**src/design/ubg_map.vh**
```
// register map, field positions and timing constants for the baud generator
`ifndef UBG_MAP_VH
`define UBG_MAP_VH
`define UBG_ADDR_BAUD_CTRL 4'h0
`define UBG_ADDR_MODE 4'h1
`define UBG_ADDR_STATUS 4'h2
`define UBG_BAUD_RST 8'h00
`define UBG_MODE_RST 8'h00
`define UBG_SEL_HI 7
`define UBG_SEL_LO 6
`define UBG_DIV_HI 4
`define UBG_DIV_LO 0
`define UBG_PWR_BIT 7
`define UBG_TXE_BIT 6
`define UBG_RXE_BIT 5
`define UBG_DIV_MIN 5'h08
`define UBG_TAP0_RATIO 8'h01
`define UBG_TAP1_RATIO 8'h02
`define UBG_TAP2_RATIO 8'h04
`define UBG_TAP3_RATIO 8'h08
`define UBG_FRAME_BITS 4'ha
`define UBG_ZERO5 5'h00
`define UBG_ONE5 5'h01
`endif

```
**src/design/ubg_prescaler.v**
```verilog
// prescaler: four divide taps, one selected, output as a one-cycle enable
`timescale 1ns/100ps
`include "ubg_map.vh"
module ubg_prescaler (
   input wire i_clk_sys,
   input wire i_rst_n,
   input wire i_run,
   input wire [1:0] i_sel,
   output reg o_tick
);
   reg [7:0] cnt_reg;
   reg [7:0] ratio;
   always @* begin
      case (i_sel)
         2'h0: ratio = `UBG_TAP0_RATIO;
         2'h1: ratio = `UBG_TAP1_RATIO;
         2'h2: ratio = `UBG_TAP2_RATIO;
         default: ratio = `UBG_TAP3_RATIO;
      endcase
   end
   always @(posedge i_clk_sys) begin
      if (!i_rst_n || !i_run) begin
         cnt_reg <= 8'h00;
         o_tick <= 1'b0;
      end else if (cnt_reg >= ratio - 8'h01) begin
         cnt_reg <= 8'h00;
         o_tick <= 1'b1;
      end else begin
         cnt_reg <= cnt_reg + 8'h01;
         o_tick <= 1'b0;
      end
   end
endmodule

```
**src/design/ubg_baud_gen.v**
```verilog
// baud generator with two divider counters and receive match filter
// What this block does
// - rx pin sampled, changes on two equal samples
// - internal rx lags pin by two base clocks
// - two independent 5-bit counters, tx and rx
// - base clock from select bits, only when powered
// - tx counter held zero unless power and tx enable
// - tx counter runs when power and tx enable
// - tx counter cleared on first transmit byte write
// - rx counter held zero unless power and rx enable
// - rx counter runs start bit to frame end
// - divisor field bits 4:0, valid 8 to 31
// - bit rate is base clock over 2k
// - rx latch points timed by rx counter
// - latch timing margin of k-2 base clocks each side
// - falling edge, count k, low confirms start
`timescale 1ns/100ps
`include "ubg_map.vh"
module ubg_baud_gen (
   input wire i_clk_sys,
   input wire i_rst_n,
   input wire [3:0] i_addr,
   input wire [7:0] i_wdata,
   input wire i_wr,
   input wire i_rd,
   output reg [7:0] o_rdata,
   input wire i_serial_rx_pin,
   input wire i_tx_write,
   output reg o_tx_bit_tick,
   output reg o_rx_sample_tick,
   output reg o_rx_start_ok,
   output reg o_rx_data,
   output reg o_rx_busy,
   output reg o_base_clk_en
);
   localparam ST_IDLE = 2'h0;
   localparam ST_START = 2'h1;
   localparam ST_FRAME = 2'h2;

   reg [7:0] baud_generator_control_reg;
   reg [7:0] serial_mode_register_reg;
   reg [1:0] pin_sync_reg;
   reg smp_reg;
   reg filt_reg;
   reg filt_d_reg;
   reg [4:0] tx_cnt_reg;
   reg [4:0] rx_cnt_reg;
   reg [1:0] rx_state_reg;
   reg [3:0] rx_bits_reg;
   reg rx_half_reg;
   reg tx_half_reg;
   reg tx_first_reg;
   wire base_tick;
   wire pwr;
   wire tx_run;
   wire rx_run;
   wire [4:0] k;

   // wraps a count at the divisor
   function [4:0] div_step;
      input [4:0] cnt;
      input [4:0] kv;
      begin
         if (cnt >= kv - `UBG_ONE5)
            div_step = `UBG_ZERO5;
         else
            div_step = cnt + `UBG_ONE5;
      end
   endfunction

   assign pwr = serial_mode_register_reg[`UBG_PWR_BIT];
   assign tx_run = pwr & serial_mode_register_reg[`UBG_TXE_BIT];
   assign rx_run = pwr & serial_mode_register_reg[`UBG_RXE_BIT];
   assign k = baud_generator_control_reg[`UBG_DIV_HI:`UBG_DIV_LO];

   ubg_prescaler u_pre (
      .i_clk_sys(i_clk_sys),
      .i_rst_n(i_rst_n),
      .i_run(pwr),
      .i_sel(baud_generator_control_reg[`UBG_SEL_HI:`UBG_SEL_LO]),
      .o_tick(base_tick)
   );

   // register port, read data one cycle later
   always @(posedge i_clk_sys) begin
      if (!i_rst_n) begin
         baud_generator_control_reg <= `UBG_BAUD_RST;
         serial_mode_register_reg <= `UBG_MODE_RST;
         o_rdata <= 8'h00;
      end else begin
         if (i_wr && i_addr == `UBG_ADDR_BAUD_CTRL)
            baud_generator_control_reg <= i_wdata;
         if (i_wr && i_addr == `UBG_ADDR_MODE)
            serial_mode_register_reg <= {i_wdata[7:5], 5'h00};
         if (i_rd) begin
            case (i_addr)
               `UBG_ADDR_BAUD_CTRL: o_rdata <= baud_generator_control_reg;
               `UBG_ADDR_MODE: o_rdata <= serial_mode_register_reg;
               `UBG_ADDR_STATUS: o_rdata <= {5'h00, rx_state_reg, filt_reg};
               default: o_rdata <= 8'h00;
            endcase
         end else begin
            o_rdata <= 8'h00;
         end
      end
   end

   // pin synchroniser, then two-sample match filter on base clock
   always @(posedge i_clk_sys) begin
      if (!i_rst_n) begin
         pin_sync_reg <= 2'h3;
         smp_reg <= 1'b1;
         filt_reg <= 1'b1;
         filt_d_reg <= 1'b1;
      end else begin
         pin_sync_reg <= {pin_sync_reg[0], i_serial_rx_pin};
         if (base_tick && rx_run) begin
            smp_reg <= pin_sync_reg[1];
            if (smp_reg == pin_sync_reg[1])
               filt_reg <= pin_sync_reg[1];
            filt_d_reg <= filt_reg;
         end
      end
   end

   // transmit counter
   always @(posedge i_clk_sys) begin
      if (!i_rst_n || !tx_run) begin
         tx_cnt_reg <= `UBG_ZERO5;
         tx_half_reg <= 1'b0;
         tx_first_reg <= 1'b1;
         o_tx_bit_tick <= 1'b0;
      end else if (i_tx_write && tx_first_reg) begin
         tx_cnt_reg <= `UBG_ZERO5;
         tx_half_reg <= 1'b0;
         tx_first_reg <= 1'b0;
         o_tx_bit_tick <= 1'b0;
      end else if (base_tick) begin
         tx_cnt_reg <= div_step(tx_cnt_reg, k);
         if (tx_cnt_reg >= k - `UBG_ONE5)
            tx_half_reg <= ~tx_half_reg;
         o_tx_bit_tick <= (tx_cnt_reg >= k - `UBG_ONE5) & tx_half_reg;
      end else begin
         o_tx_bit_tick <= 1'b0;
      end
   end

   // receive counter: start detect, then 2k-per-bit latch points
   always @(posedge i_clk_sys) begin
      if (!i_rst_n || !rx_run) begin
         rx_cnt_reg <= `UBG_ZERO5;
         rx_state_reg <= ST_IDLE;
         rx_bits_reg <= 4'h0;
         rx_half_reg <= 1'b0;
         o_rx_sample_tick <= 1'b0;
         o_rx_start_ok <= 1'b0;
      end else begin
         o_rx_sample_tick <= 1'b0;
         o_rx_start_ok <= 1'b0;
         if (base_tick) begin
            case (rx_state_reg)
               ST_IDLE: begin
                  rx_cnt_reg <= `UBG_ZERO5;
                  if (filt_d_reg && !filt_reg)
                     rx_state_reg <= ST_START;
               end
               ST_START: begin
                  rx_cnt_reg <= div_step(rx_cnt_reg, k);
                  if (rx_cnt_reg >= k - `UBG_ONE5) begin
                     if (!filt_reg) begin
                        rx_state_reg <= ST_FRAME;
                        o_rx_start_ok <= 1'b1;
                        rx_bits_reg <= 4'h0;
                        rx_half_reg <= 1'b0;
                     end else begin
                        rx_state_reg <= ST_IDLE;
                     end
                  end
               end
               ST_FRAME: begin
                  rx_cnt_reg <= div_step(rx_cnt_reg, k);
                  if (rx_cnt_reg >= k - `UBG_ONE5) begin
                     rx_half_reg <= ~rx_half_reg;
                     if (rx_half_reg) begin
                        // latch point mid-bit, k-2 clocks of margin each side
                        o_rx_sample_tick <= 1'b1;
                        rx_bits_reg <= rx_bits_reg + 4'h1;
                        if (rx_bits_reg == `UBG_FRAME_BITS - 4'h1) begin
                           rx_state_reg <= ST_IDLE;
                           rx_cnt_reg <= `UBG_ZERO5;
                        end
                     end
                  end
               end
               default: rx_state_reg <= ST_IDLE;
            endcase
         end
      end
   end

   always @(posedge i_clk_sys) begin
      if (!i_rst_n) begin
         o_rx_data <= 1'b1;
         o_rx_busy <= 1'b0;
         o_base_clk_en <= 1'b0;
      end else begin
         o_rx_data <= filt_reg;
         o_rx_busy <= (rx_state_reg != ST_IDLE);
         o_base_clk_en <= base_tick & pwr;
      end
   end
endmodule

```
**config.mk**
```make
export PLATFORM = sky130hd
export DESIGN_NAME = ubg_baud_gen
export DESIGN_NICKNAME = d
export VERILOG_FILES = /design/src/design/ubg_prescaler.v /design/src/design/ubg_baud_gen.v
export VERILOG_INCLUDE_DIRS = /design/src /design/src/design
export SDC_FILE = /design/constraint.sdc
export NUM_CORES = 1
export LEC_CHECK = 0
export BUFFER_PORTS_ARGS = -buffer_cell sky130_fd_sc_hd__buf_2
export CAP_MARGIN = 20
export CORE_MARGIN = 5
export CORE_UTILIZATION = 45
export DETAILED_ROUTE_END_ITERATION = 12
export PLACE_DENSITY = 0.64
export SLEW_MARGIN = 20
export SYNTH_ARGS = -nofsm -noshare
export SYNTH_HDL_FRONTEND = slang
export SYNTH_SLANG_ARGS = --single-unit
```
**constraint.sdc**
```tcl
create_clock -name i_clk_sys -period 3.5 [get_ports i_clk_sys]
set_input_delay 0.7 -clock i_clk_sys [delete_from_list [all_inputs] [get_ports i_clk_sys]]
set_output_delay 0.7 -clock i_clk_sys [all_outputs]
set_load 0.02 [all_outputs]
```
== Yosys cells after proc, flatten, opt, wreduce, memory -nomap -nowiden ==
Cells that the tools add are included.
Word-level totals
  flip-flop bits (word level): 58
  input bits: 18
  output and inout bits: 14
  word-level logic and storage cells: 113
Operators by class
  add/subtract/negate cells: 6
  order comparisons: 3
  equal/unequal tests: 14
  muxes and demuxes: 27
  bitwise operators: 10
  reduce and logical (&&, ||, !) cells: 31
Operator list (count)
  2-to-1 mux 5 bit: 5
  case mux 8 bit (3 select lines): 1
  2-to-1 mux 4 bit: 4
  case mux 5 bit (3 select lines): 1
  2-to-1 mux 2 bit: 6
  != test 2 bit, second input constant: 6
  case mux 4 bit (3 select lines): 1
  AND reduction 6 bit: 2
  adder 5 x 1 -> 5 bit, second input constant: 2
  greater-or-equal comparator 5 bit: 2
  adder 8 x 1 -> 8 bit, second input constant: 1
  greater-or-equal comparator 8 bit: 1
  case mux 4 bit (2 select lines): 1
  AND reduction 2 bit: 4
  OR reduction 4 bit: 2
  2-to-1 mux 1 bit: 6
  NOT 1 bit: 6
  case mux 2 bit (3 select lines): 1
  logical AND 1 bit: 5
  zero test 1 bit: 5
  AND reduction 5 bit: 1
  subtractor 4 x 1 -> 5 bit, second input constant: 1
  subtractor 5 x 1 -> 5 bit, second input constant: 1
  adder 4 x 1 -> 4 bit, second input constant: 1
  other kinds (15): 25

== Logic depth before layout (Yosys ltp) ==
Gate-level depths: netlist of the first run.
  depth after elaboration: 7
  gate-level depth with buffers: 10
  mapped depth without buffers: 10

== Hierarchy ==
A second synthesis of the first run with hierarchy kept.
Second synthesis, totals
  cells, all modules: 302
  area total of the unflattened synthesis: 2841.5 µm²
Modules (own cells, without submodules)
  ubg_baud_gen: times used 1, cells an instance 263, area an instance 2426.1 µm², seq. area each 980.9 µm²
  ubg_prescaler: times used 1, cells an instance 39, area an instance 415.4 µm², seq. area each 180.2 µm²

== Worst setup path after synthesis of the first run ==
No wires, ideal clock.
  path type: reg2reg
  from: register baud_generator_control_reg[0]
  to: register rx_cnt_reg[4]
  setup time: 117 ps
  arrival: 2177 ps
  data required time: 3383 ps
  path slack: 1206 ps
  stages on the path, launching flop included: 11
  path buffers: 0
  clock period less this slack: 2294 ps
  cells stage by stage: dfxtp_1 > inv_1 > ha_1 > xnor2_1 > ha_1 > a21o_1 > a31oi_1 > maj3_2 > a21oi_1 > o21ai_0 > a32o_1
Between the ends
  cells in the longest elaborated chain, start to end: 7
RTL lines
  start, declared: line ubg_baud_gen.v:40  | reg [7:0] baud_generator_control_reg;
  start signal, assigned: line ubg_baud_gen.v:87  | baud_generator_control_reg <= `UBG_BAUD_RST;
  start signal, assigned: line ubg_baud_gen.v:92  | baud_generator_control_reg <= i_wdata;
  subtractor 5 x 1 -> 5 bit (no source line) *
  greater-or-equal comparator 5 bit (no source line) *
  2-to-1 mux 5 bit: line ubg_baud_gen.v:64  | if (cnt >= kv - `UBG_ONE5)
  2-to-1 mux 5 bit: line ubg_baud_gen.v:188  | if (rx_bits_reg == `UBG_FRAME_BITS - 4'h1) begin
  2-to-1 mux 5 bit: line ubg_baud_gen.v:184  | if (rx_half_reg) begin
  2-to-1 mux 5 bit: line ubg_baud_gen.v:182  | if (rx_cnt_reg >= k - `UBG_ONE5) begin
  case mux 5 bit (3 select lines) *: line ubg_baud_gen.v:161  | case (rx_state_reg)
  end signal, assigned: line ubg_baud_gen.v:163  | rx_cnt_reg <= `UBG_ZERO5;
  end signal, assigned: line ubg_baud_gen.v:181  | rx_cnt_reg <= div_step(rx_cnt_reg, k);
  end signal, assigned: line ubg_baud_gen.v:190  | rx_cnt_reg <= `UBG_ZERO5;
  end, declared: line ubg_baud_gen.v:47  | reg [4:0] rx_cnt_reg;
Mark *: on every way between the ends. The rest lies on a longest branch, timed or not.
A chain may end at the register's enable or synchronous reset.

== Final worst setup path of the first run ==
Same ends and word-level chain as after synthesis.

==> qor.txt, run 1 <==
DRT antenna net count - 0
Clock Sinks - 58
Finished Core Util - 53.2%
First-pass DRT Iterations - 4
Mapped cell area - 2750 µm²
WP buf/inv - 1
Commonest cells after routing, fill and taps aside - 58 x dfxtp_1, 31 x buf_2, 23 x nor2_1
Synthesis-to-finish area growth - 14.5%
Die height - 88.2 µm
Drt initial violations - 115
CTS max path bufs - 2
Worst skew pair latency - 0.34 ns
Post-CTS setup buffers - 0
Routed vias - 2156
Port Buf Inserts - 31
HP Class - reg2reg
LEAKAGE - 1.29 nW
Cells after Synth - 299
Initial antenna violation count - 0
# hold bufs at CTS - 0
Site Rows - 28
Dpl hpwl - 4040 µm
CP cell instances - inv_1, ha_1, xnor2_1, ha_1, a21o_1, a31oi_1, maj3_2, a21oi_1, o21ai_0, a32o_1
CTS root buffer - clkbuf_8
Pwr/cell area - 399 nW/µm²
DR WL/cell - 13.2 µm
Vias in the first global route - 2100
Asr flop ratio synth - 0%
Placed Cells - 397
CP dominant cell by count - ha_1
Seq/Total Area, Yosys - 42.2%
Drt total wl - 5430 µm
RSZ-0062 raised after global routing - false
CTS tree - built
Worst setup path class - reg2reg
Worst-path clk slew - 0.07 ns
Share of cells above drive strength 1 - 16.0%
CP Capture Type - flop
Vias per cell - 5.22
Total CTS buffers - 9
Post-synthesis average cell area - 9.20 µm²
Final period util - 72.6%
Max_cap viols - 0
Post-cts sizing count - 0
Slowest stage delay, CP - 0.37 ns
Final Critical Period - 2.54 ns
Post-route DRC - 0
Status - finished, final reports clean
Synth unique cells - 46
Die ar. - 7780 µm²
GPL Wtd Cong - 0.851
Largest net degree at the start of global routing - 28
Most common cell after layout, fill and taps aside - dfxtp_1
First-pass GRT wire length - 9350 µm
Arrival time of the worst setup path - 2.77 ns
GRT overflow - 0
Die width - 88.2 µm
Nets - 370
Final Instance Count excl. Fillers - 413
Worst clock skew - 0.00269 ns
Hold Fails Final Rpt - 0
CORE AREA - 5920 µm²
Pins Over Slew Limit - 0
#FFs+latches synth - 58
Reg2reg start - baud_generator_control_reg[0]$_SDFFE_PN0P_
CP max stage cell - dfxtp_1
Crit Path Max Fanout - 6
Least-Margin Pin Slew - 0.875 ns
IO Count - 32
Hold Path Origin - pin_sync_reg[0]$_SDFF_PN1_
Post-synth EDFFs - 0
Setup TNS - 0 ns
Inserted Diodes - 0
WHS - 0.411 ns
Final-report setup violation count - 0
Fmax - 0.394 GHz
Starting density of the core - 46.5%
Top FF cell, synth - dfxtp_1
Number of H-tree levels - 3
CP required - 3.73 ns
Max-slew headroom - 41.3%
Total GRT Usage - 15.6%
Crit start category - flop
YS warnings - 0
Delay-heaviest family, CP - compound AO/OA/AOI/OAI gates
Worst Setup SP - baud_generator_control_reg[0]$_SDFFE_PN0P_
Max VDD drop - 307 µV
-- logic make-up (layout without fill, tap and decap cells) --
family / after synthesis / in the layout / synth area share (%)
AND/OR/NAND/NOR: 116 / 116 / 22.4
flip-flops: 58 / 58 / 42.2
AO/OA/AOI/OAI: 50 / 50 / 12.6
buffers and inverters: 26 / 62 / 3.55
adder cells (fa/ha/maj): 21 / 21 / 9.41
multiplexers: 19 / 19 / 6.91
XOR/XNOR: 8 / 8 / 2.82
other: 1 / 4 / 0.136
-- power by group --
part           switching (mW)  total (mW)  internal, mW  leakage [nW]
registers             0.00320       0.668         0.665         0.469
logic                  0.0212      0.0396        0.0185         0.729
clock network           0.273       0.548         0.275        0.0882
-- worst paths after layout --
path | slack, ns | end | depth (start not counted)
max | 0.96 | rx_cnt_reg[4]$_SDFFE_PP0P_ | 10
min | 0.41 | pin_sync_reg[1]$_SDFF_PN1_ | 1
max reg2reg | 0.96 | rx_cnt_reg[4]$_SDFFE_PP0P_ | 10
min reg2reg | 0.41 | pin_sync_reg[1]$_SDFF_PN1_ | 1
-- routing by layer --
layer | wire length, µm | global-route usage [%] | vias up
met1 | 2630 | 19.2 | 991
met4 | 73 | 6.32 | 0
li1 | - | - | 1114
met5 | 0 | 0 | -
met3 | 264 | 5.64 | 9
met2 | 2460 | 24.9 | 42
-- synth_stat cells (9+ instances only) --
cell / instances / area share [%]
nor2b_1: 15 / 3.4
nand2_1: 21 / 2.9
dfxtp_1: 58 / 42
a21oi_1: 11 / 2.0
nor3_1: 9 / 1.6
ha_1: 19 / 8.6
nand3_1: 11 / 2.0
o21ai_0: 11 / 2.0
nor2_1: 23 / 3.1
nand2b_1: 10 / 2.3
mux2i_1: 19 / 6.9
inv_1: 15 / 2.0
clkbuf_1: 10 / 1.4
-- per-stage QoR --
stage	power [mW]	setup WS [ns]	instance area, µm²
floorplan	0.708	1.21	2760
global route	1.31	0.788	3150
global placement	0.722	1.03	2970
CTS	1.27	0.975	3150
finish	1.26	0.961	3150
detailed placement	0.723	0.981	2970
-- cell type report --
cell class                      count  area [µm²]
Clock inverter                      6        42.5
Tap cell                           75        93.8
Fill cell                         548        2770
Sequential cell                    58        1160
Multi-Input combinational cell    218        1500
Clock buffer                       10         138
Timing Repair Buffer               31         155
Inverter                           15        56.3
-- worst register-to-register path, cell delays in order (launching register included) --
cell and delay (ns):
dfxtp_1 0.37, inv_1 0.09, ha_1 0.22, xnor2_1 0.15
ha_1 0.31, a21o_1 0.11, a31oi_1 0.04, maj3_2 0.37
a21oi_1 0.35, o21ai_0 0.17, a32o_1 0.27
(Power assumes the default switching activity.)
==> run 2: changes to the inputs <==
==> constraint.sdc (replaced) <==
create_clock -name i_clk_sys -period 2.4 [get_ports i_clk_sys]
set_input_delay 0.48 -clock i_clk_sys [delete_from_list [all_inputs] [get_ports i_clk_sys]]
set_output_delay 0.48 -clock i_clk_sys [all_outputs]
set_load 0.02 [all_outputs]
==> run 2 against run 1 <==
Compared with the run above: die area is the same; non-clock buffer count grew 7; register-to-register slack lost 0.84 ns; clock skew grew 0.0029 ns; global-route usage grew 0.28 points; clock power grew 46%; critical path depth is the same; setup slack lost 0.84 ns; count of clock-buffer cells in the layout is the same; sequential share of layout area shrank 1.2 points; hold slack lost 0.089 ns; cell area grew 3.3%; largest power group unchanged.
==> qor.txt, run 2 (synthesized netlist as in run 1, its figures left out) <==
Crit start category - flop
CP cell instances - inv_1, ha_2, xnor2_2, ha_1, a21o_1, a31oi_1, maj3_2, a21oi_4, or3_1, a21oi_2
Site Rows - 28
Inserted Diodes - 0
Clock Power Share - 43.6%
Net Sw Frac - 23.8%
CORE AREA - 5920 µm²
Drt total wl - 5570 µm
Hold path depth - 2
Worst-path clk slew - 0.07 ns
Max-slew headroom - 64.8%
CP Capture Type - flop
Max VDD drop - 469 µV
Die ar. - 7780 µm²
RSZ-0062 raised after global routing - true
Hold endpoint - pin_sync_reg[0]$_SDFF_PN1_
DR WL/cell - 13.2 µm
Crit Path Max Fanout - 6
Setup TNS - 0 ns
DRT antenna net count - 0
Final-report setup violation count - 0
Fmax - 0.438 GHz
Finished Core Util - 54.9%
Vias in the first global route - 2055
Clock Sinks - 58
Pwr/cell area - 565 nW/µm²
HP Class - in2reg
GRT overflow - 0
Final Instance Count excl. Fillers - 421
Slowest stage delay, CP - 0.33 ns
Total GRT Usage - 15.9%
First-pass GRT wire length - 9540 µm
Reg2reg start - baud_generator_control_reg[0]$_SDFFE_PN0P_
Post-route DRC - 0
DP Area - 3020 µm²
LEAKAGE - 1.34 nW
Delay-heaviest family, CP - adder cells
Final Critical Period - 2.28 ns
Die width - 88.2 µm
Fin area - 3250 µm²
Routed vias - 2167
Synthesis-to-finish area growth - 18.2%
Arrival time of the worst setup path - 2.55 ns
Nets - 378
Status - finished, final reports clean
Hold Fails Final Rpt - 0
Number of H-tree levels - 3
Initial antenna violation count - 0
WP buf/inv - 1
Share of cells above drive strength 1 - 19.7%
R2R setup slack - 0.12 ns
Starting density of the core - 46.5%
Least-Margin Pin Slew - 0.527 ns
Sequential share of power - 53.0%
Hold Path Origin - i_serial_rx_pin
First-pass DRT Iterations - 4
Int Power - 1.40 mW
Placed Cells - 404
Worst setup path class - reg2reg
Commonest cells after routing, fill and taps aside - 58 x dfxtp_1, 31 x buf_2, 23 x nor2_1
CP max stage cell - dfxtp_1
CP required - 2.66 ns
Dpl hpwl - 4060 µm
Port Buf Inserts - 31
WHS - 0.322 ns
Combinational share of power - 3.4%
GPL Wtd Cong - 0.822
CTS max path bufs - 2
Max_cap viols - 0
Die height - 88.2 µm
R2r endpoint - rx_cnt_reg[0]$_SDFFE_PP0P_
CTS root buffer - clkbuf_8
Vias per cell - 5.15
Worst clock skew - 0.00561 ns
Total CTS buffers - 9
Largest net degree at the start of global routing - 18
Worst r2r path cells - 10
IO Count - 32
Drt initial violations - 114
P_sw - 0.437 mW
Most common cell after layout, fill and taps aside - dfxtp_1
Worst skew pair latency - 0.33 ns
Final period util - 95.2%
Pins Over Slew Limit - 0
CTS tree - built
[run 2: cell types whose count changed in the layout (fill, tap and decap cells not counted), sizes merged]
| cell | change |
|---|---|
| a21boi | +1 |
| buf | +7 |
[run 2: worst max path at each step]
stage / slack (ns) / cells past startpoint / startpoint / endpoint
floorplan: 0.11 / 10 / baud_generator_control_reg[0]$_SDFFE_PN0P_ / rx_cnt_reg[4]$_SDFFE_PP0P_
global placement: 0.01 / 10 / baud_generator_control_reg[0]$_SDFFE_PN0P_ / rx_cnt_reg[3]$_SDFFE_PP0P_
detailed placement: -0.009 / 10 / baud_generator_control_reg[0]$_SDFFE_PN0P_ / rx_cnt_reg[4]$_SDFFE_PP0P_
CTS: 0.04 / 10 / baud_generator_control_reg[0]$_SDFFE_PN0P_ / rx_state_reg[0]$_SDFFE_PP0P_
global route: -0.03 / 10 / baud_generator_control_reg[0]$_SDFFE_PN0P_ / rx_cnt_reg[0]$_SDFFE_PP0P_
finish: 0.12 / 10 / baud_generator_control_reg[0]$_SDFFE_PN0P_ / rx_cnt_reg[0]$_SDFFE_PP0P_
[run 2: power groups by stage]
stage / clock network [mW] / logic (mW) / registers, mW
2_1_floorplan: 0 / 0.0371 / 0.995
3_3_place_gp: 0 / 0.0601 / 0.996
3_5_place_dp: 0 / 0.0608 / 0.996
4_1_cts: 0.825 / 0.0608 / 0.974
5_1_grt: 0.868 / 0.0696 / 0.975
6_report: 0.802 / 0.0620 / 0.975
[run 2: cell type report]
cell class                      count  area, µm²
Clock buffer                       10        138
Clock inverter                      6       42.5
Fill cell                         560       2670
Inverter                           15       56.3
Multi-Input combinational cell    219       1550
Sequential cell                    58       1160
Tap cell                           75       93.8
Timing Repair Buffer               38        208
[run 2: routing by layer]
| layer | share of wire (%) | GRT usage [%] |
|---|---|---|
| met3 | 5.3 | 6.11 |
| met4 | 1.3 | 4.95 |
| met5 | 0 | 0 |
| met1 | 48 | 20.0 |
| met2 | 45 | 25.3 |
[run 2: through the flow]
step	total power, mW	setup slack [ns]
floorplan	1.03	0.106
global placement	1.06	0.0138
detailed placement	1.06	-0.00855
CTS	1.86	0.0405
global route	1.91	-0.0251
finish	1.84	0.116
[run 2: what timing repair did]
action | 4_1_cts | 5_1_grt
gates cloned | 0 | 1
setup buffers | 0 | 0
gates resized for setup | 1 | 7
endpoints found under the setup margin | 2 | 13
pin swaps | 0 | 3
hold buffers | 0 | 0
hold endpoints to repair | 0 | 0
==> run 3: changes to the inputs <==
--- a/config.mk
+++ b/config.mk
@@ -15,4 +15,5 @@
 export SLEW_MARGIN = 20
 export SYNTH_ARGS = -nofsm -noshare
 export SYNTH_HDL_FRONTEND = slang
+export SYNTH_HIERARCHICAL = 1
 export SYNTH_SLANG_ARGS = --single-unit
==> run 3 against run 2 <==
Compared with the run above: die area rose by 2.9%; cell area rose by 4.1%; via count rose by 3.7%; largest cell class unchanged; critical path depth did not move; first-iteration DRC count fell by 11%; count of clock-buffer cells in the layout rose by 1; synthesized cell count rose by 1.0%.
==> qor.txt, run 3 <==
Largest family of logic cells by synthesized area - simple AND/OR/NAND/NOR gates
Max_cap viols - 0
Synth top area share - 40.9%
First-pass GRT wire length - 10100 µm
Crit start category - flop
LEAKAGE - 1.39 nW
Max VDD drop - 419 µV
DR WL/cell - 13.5 µm
Compound-gate portion of the synthesized area - 14.4%
Post-Synth XOR/XNOR Area - 3.13%
Seq/Total Area, Yosys - 40.9%
CTS root buffer - clkbuf_8
Drt initial violations - 102
Total GRT Usage - 16.6%
Nets - 385
Worst-path clk slew - 0.07 ns
Post-synth EDFFs - 0
Mapped cell area - 2840 µm²
Largest net degree at the start of global routing - 16
CP Capture Type - flop
Status - finished, final reports clean
CTS tree - built
Dpl hpwl - 4330 µm
Met3 global-route usage - 4.06%
YS warnings - 6
#FFs+latches synth - 58
Yosys top cell by area - dfxtp_1
Hold Path Origin - i_serial_rx_pin
Synth Area in Simple Gates - 22.5%
Die width - 89.5 µm
Hold endpoint - pin_sync_reg[0]$_SDFF_PN1_
CP required - 2.65 ns
Routed vias - 2248
Count leader, synth - dfxtp_1
Worst r2r path cells - 10
Die ar. - 8000 µm²
CORE AREA - 6240 µm²
Fin area - 3390 µm²
Post-synthesis mux area share - 6.69%
Vias in the first global route - 2169
Place WS - -0.0301 ns
Asr flop ratio synth - 0%
Hold path depth - 2
RSZ-0062 raised after global routing - false
Most instantiated cells after synthesis - 58 x dfxtp_1, 20 x ha_1, 19 x mux2i_1, 19 x nand2_1, 17 x nor2_1
R2r endpoint - rx_bits_reg[3]$_SDFFE_PP0P_
Final Critical Period - 2.30 ns
CTS max path bufs - 2
GR Util met2 - 25.1%
Vias per cell - 5.24
Top FF cell, synth - dfxtp_1
Share of cells above drive strength 1 - 21.6%
Synth unique cells - 49
M1 GR Usage - 22.4%
Number of H-tree levels - 3
Worst skew pair latency - 0.34 ns
Initial antenna violation count - 0
Port Buf Inserts - 31
Reg2reg start - baud_generator_control_reg[0]$_SDFFE_PN0P_
HP Class - in2reg
Post-route DRC - 0
Hold Fails Final Rpt - 0
Arrival time of the worst setup path - 2.56 ns
Final period util - 96.0%
GPL Wtd Cong - 0.807
Pins Over Slew Limit - 0
Adder-cell area share of the yosys netlist - 8.81%
Pwr/cell area - 606 nW/µm²
Crit Path Max Fanout - 4
Inserted Diodes - 0
Fmax - 0.434 GHz
First-pass DRT Iterations - 4
Site Rows - 29
Worst setup path class - reg2reg
Most common cell after layout, fill and taps aside - dfxtp_1
Commonest cells after routing, fill and taps aside - 57 x dfxtp_1, 31 x buf_2, 19 x nand2_1, 19 x mux2i_1, 19 x ha_1
Worst clock skew - 0.00545 ns
Drt total wl - 5810 µm
DP Area - 3130 µm²
Final-report setup violation count - 0
GRT overflow - 0
Starting density of the core - 45.5%
R2R setup slack - 0.1 ns
DRT antenna net count - 0
Top cells by area, synth - dfxtp_1 41%, ha_1 8.8%, mux2i_1 6.7%
Finished Core Util - 54.3%
Worst Setup Slack, final - 0.0965 ns
Die height - 89.5 µm
Cells after Synth - 302
Post-synthesis average cell area - 9.41 µm²
# hold bufs at CTS - 0
Clock Sinks - 58
Total CTS buffers - 9
Busiest layer in global routing - met2
IO Count - 32
Synthesis-to-finish area growth - 19.2%
-- run 3: worst max path at each step --
stage	startpoint	to	slack (ns)	depth (start not counted)
floorplan	baud_generator_control_reg[0]$_SDFFE_PN0P_	rx_bits_reg[3]$_SDFFE_PP0P_	0.07	10
global placement	baud_generator_control_reg[0]$_SDFFE_PN0P_	rx_bits_reg[3]$_SDFFE_PP0P_	0.07	10
detailed placement	baud_generator_control_reg[0]$_SDFFE_PN0P_	rx_bits_reg[3]$_SDFFE_PP0P_	-0.03	10
CTS	baud_generator_control_reg[0]$_SDFFE_PN0P_	rx_bits_reg[3]$_SDFFE_PP0P_	0.03	10
global route	baud_generator_control_reg[0]$_SDFFE_PN0P_	rx_bits_reg[3]$_SDFFE_PP0P_	0.001	10
finish	baud_generator_control_reg[0]$_SDFFE_PN0P_	rx_bits_reg[3]$_SDFFE_PP0P_	0.1	10
-- run 3: area by class of cell --
| cell class | instances | area, µm² |
|---|---|---|
| Tap cell | 77 | 96.3 |
| Timing Repair Buffer | 41 | 230 |
| Fill cell | 585 | 2850 |
| Inverter | 16 | 60.1 |
| Sequential cell | 58 | 1160 |
| Clock buffer | 11 | 141 |
| Clock inverter | 5 | 77.6 |
| Multi-Input combinational cell | 221 | 1620 |
-- run 3: kinds of logic (layout without fill, tap and decap cells) --
kind of cell,count (synthesis),in the layout
fa+ha+maj,20,20
simple gates,111,111
other cells,2,4
flops,58,58
buf+inv,25,73
xor+xnor,8,8
compound gates,59,59
mux,19,19
-- run 3: repair_timing --
item	CTS	global route
gates resized for setup	1	7
buffers inserted	1	0
pin swaps	3	3
endpoints found under the setup margin	1	11
-- run 3: through the flow --
step,TNS (ns),power [mW],cells,hold WS [ns]
detailed placement,-0.0301,1.07,412,0.403
global route,0,2.13,429,0.332
global placement,0,1.06,412,0.403
finish,0,2.05,429,0.322
CTS,0,2.07,429,0.311
floorplan,0,1.04,304,0.386
-- run 3: layer usage --
metal,up-vias,wire length [µm]
li1,1170,-
met1,1028,2940
met2,40,2540
met3,10,213
met4,0,121
met5,-,0
-- run 3: worst max-delay path, cell delays in order (launching register included) --
cell and delay (ns):
dfxtp_2 0.33, inv_1 0.07, ha_2 0.20, xnor2_1 0.14, ha_1 0.31, nand2_1 0.07, o21ai_2 0.13, a21o_1 0.16
o21ai_2 0.06, or4b_4 0.52, o31ai_2 0.23
-- run 3: power breakdown --
group	switching [mW]	internal (mW)	leakage, nW
Clock	0.397	0.609	0.109
Combinational	0.0369	0.0344	0.814
Sequential	0.00459	0.969	0.470
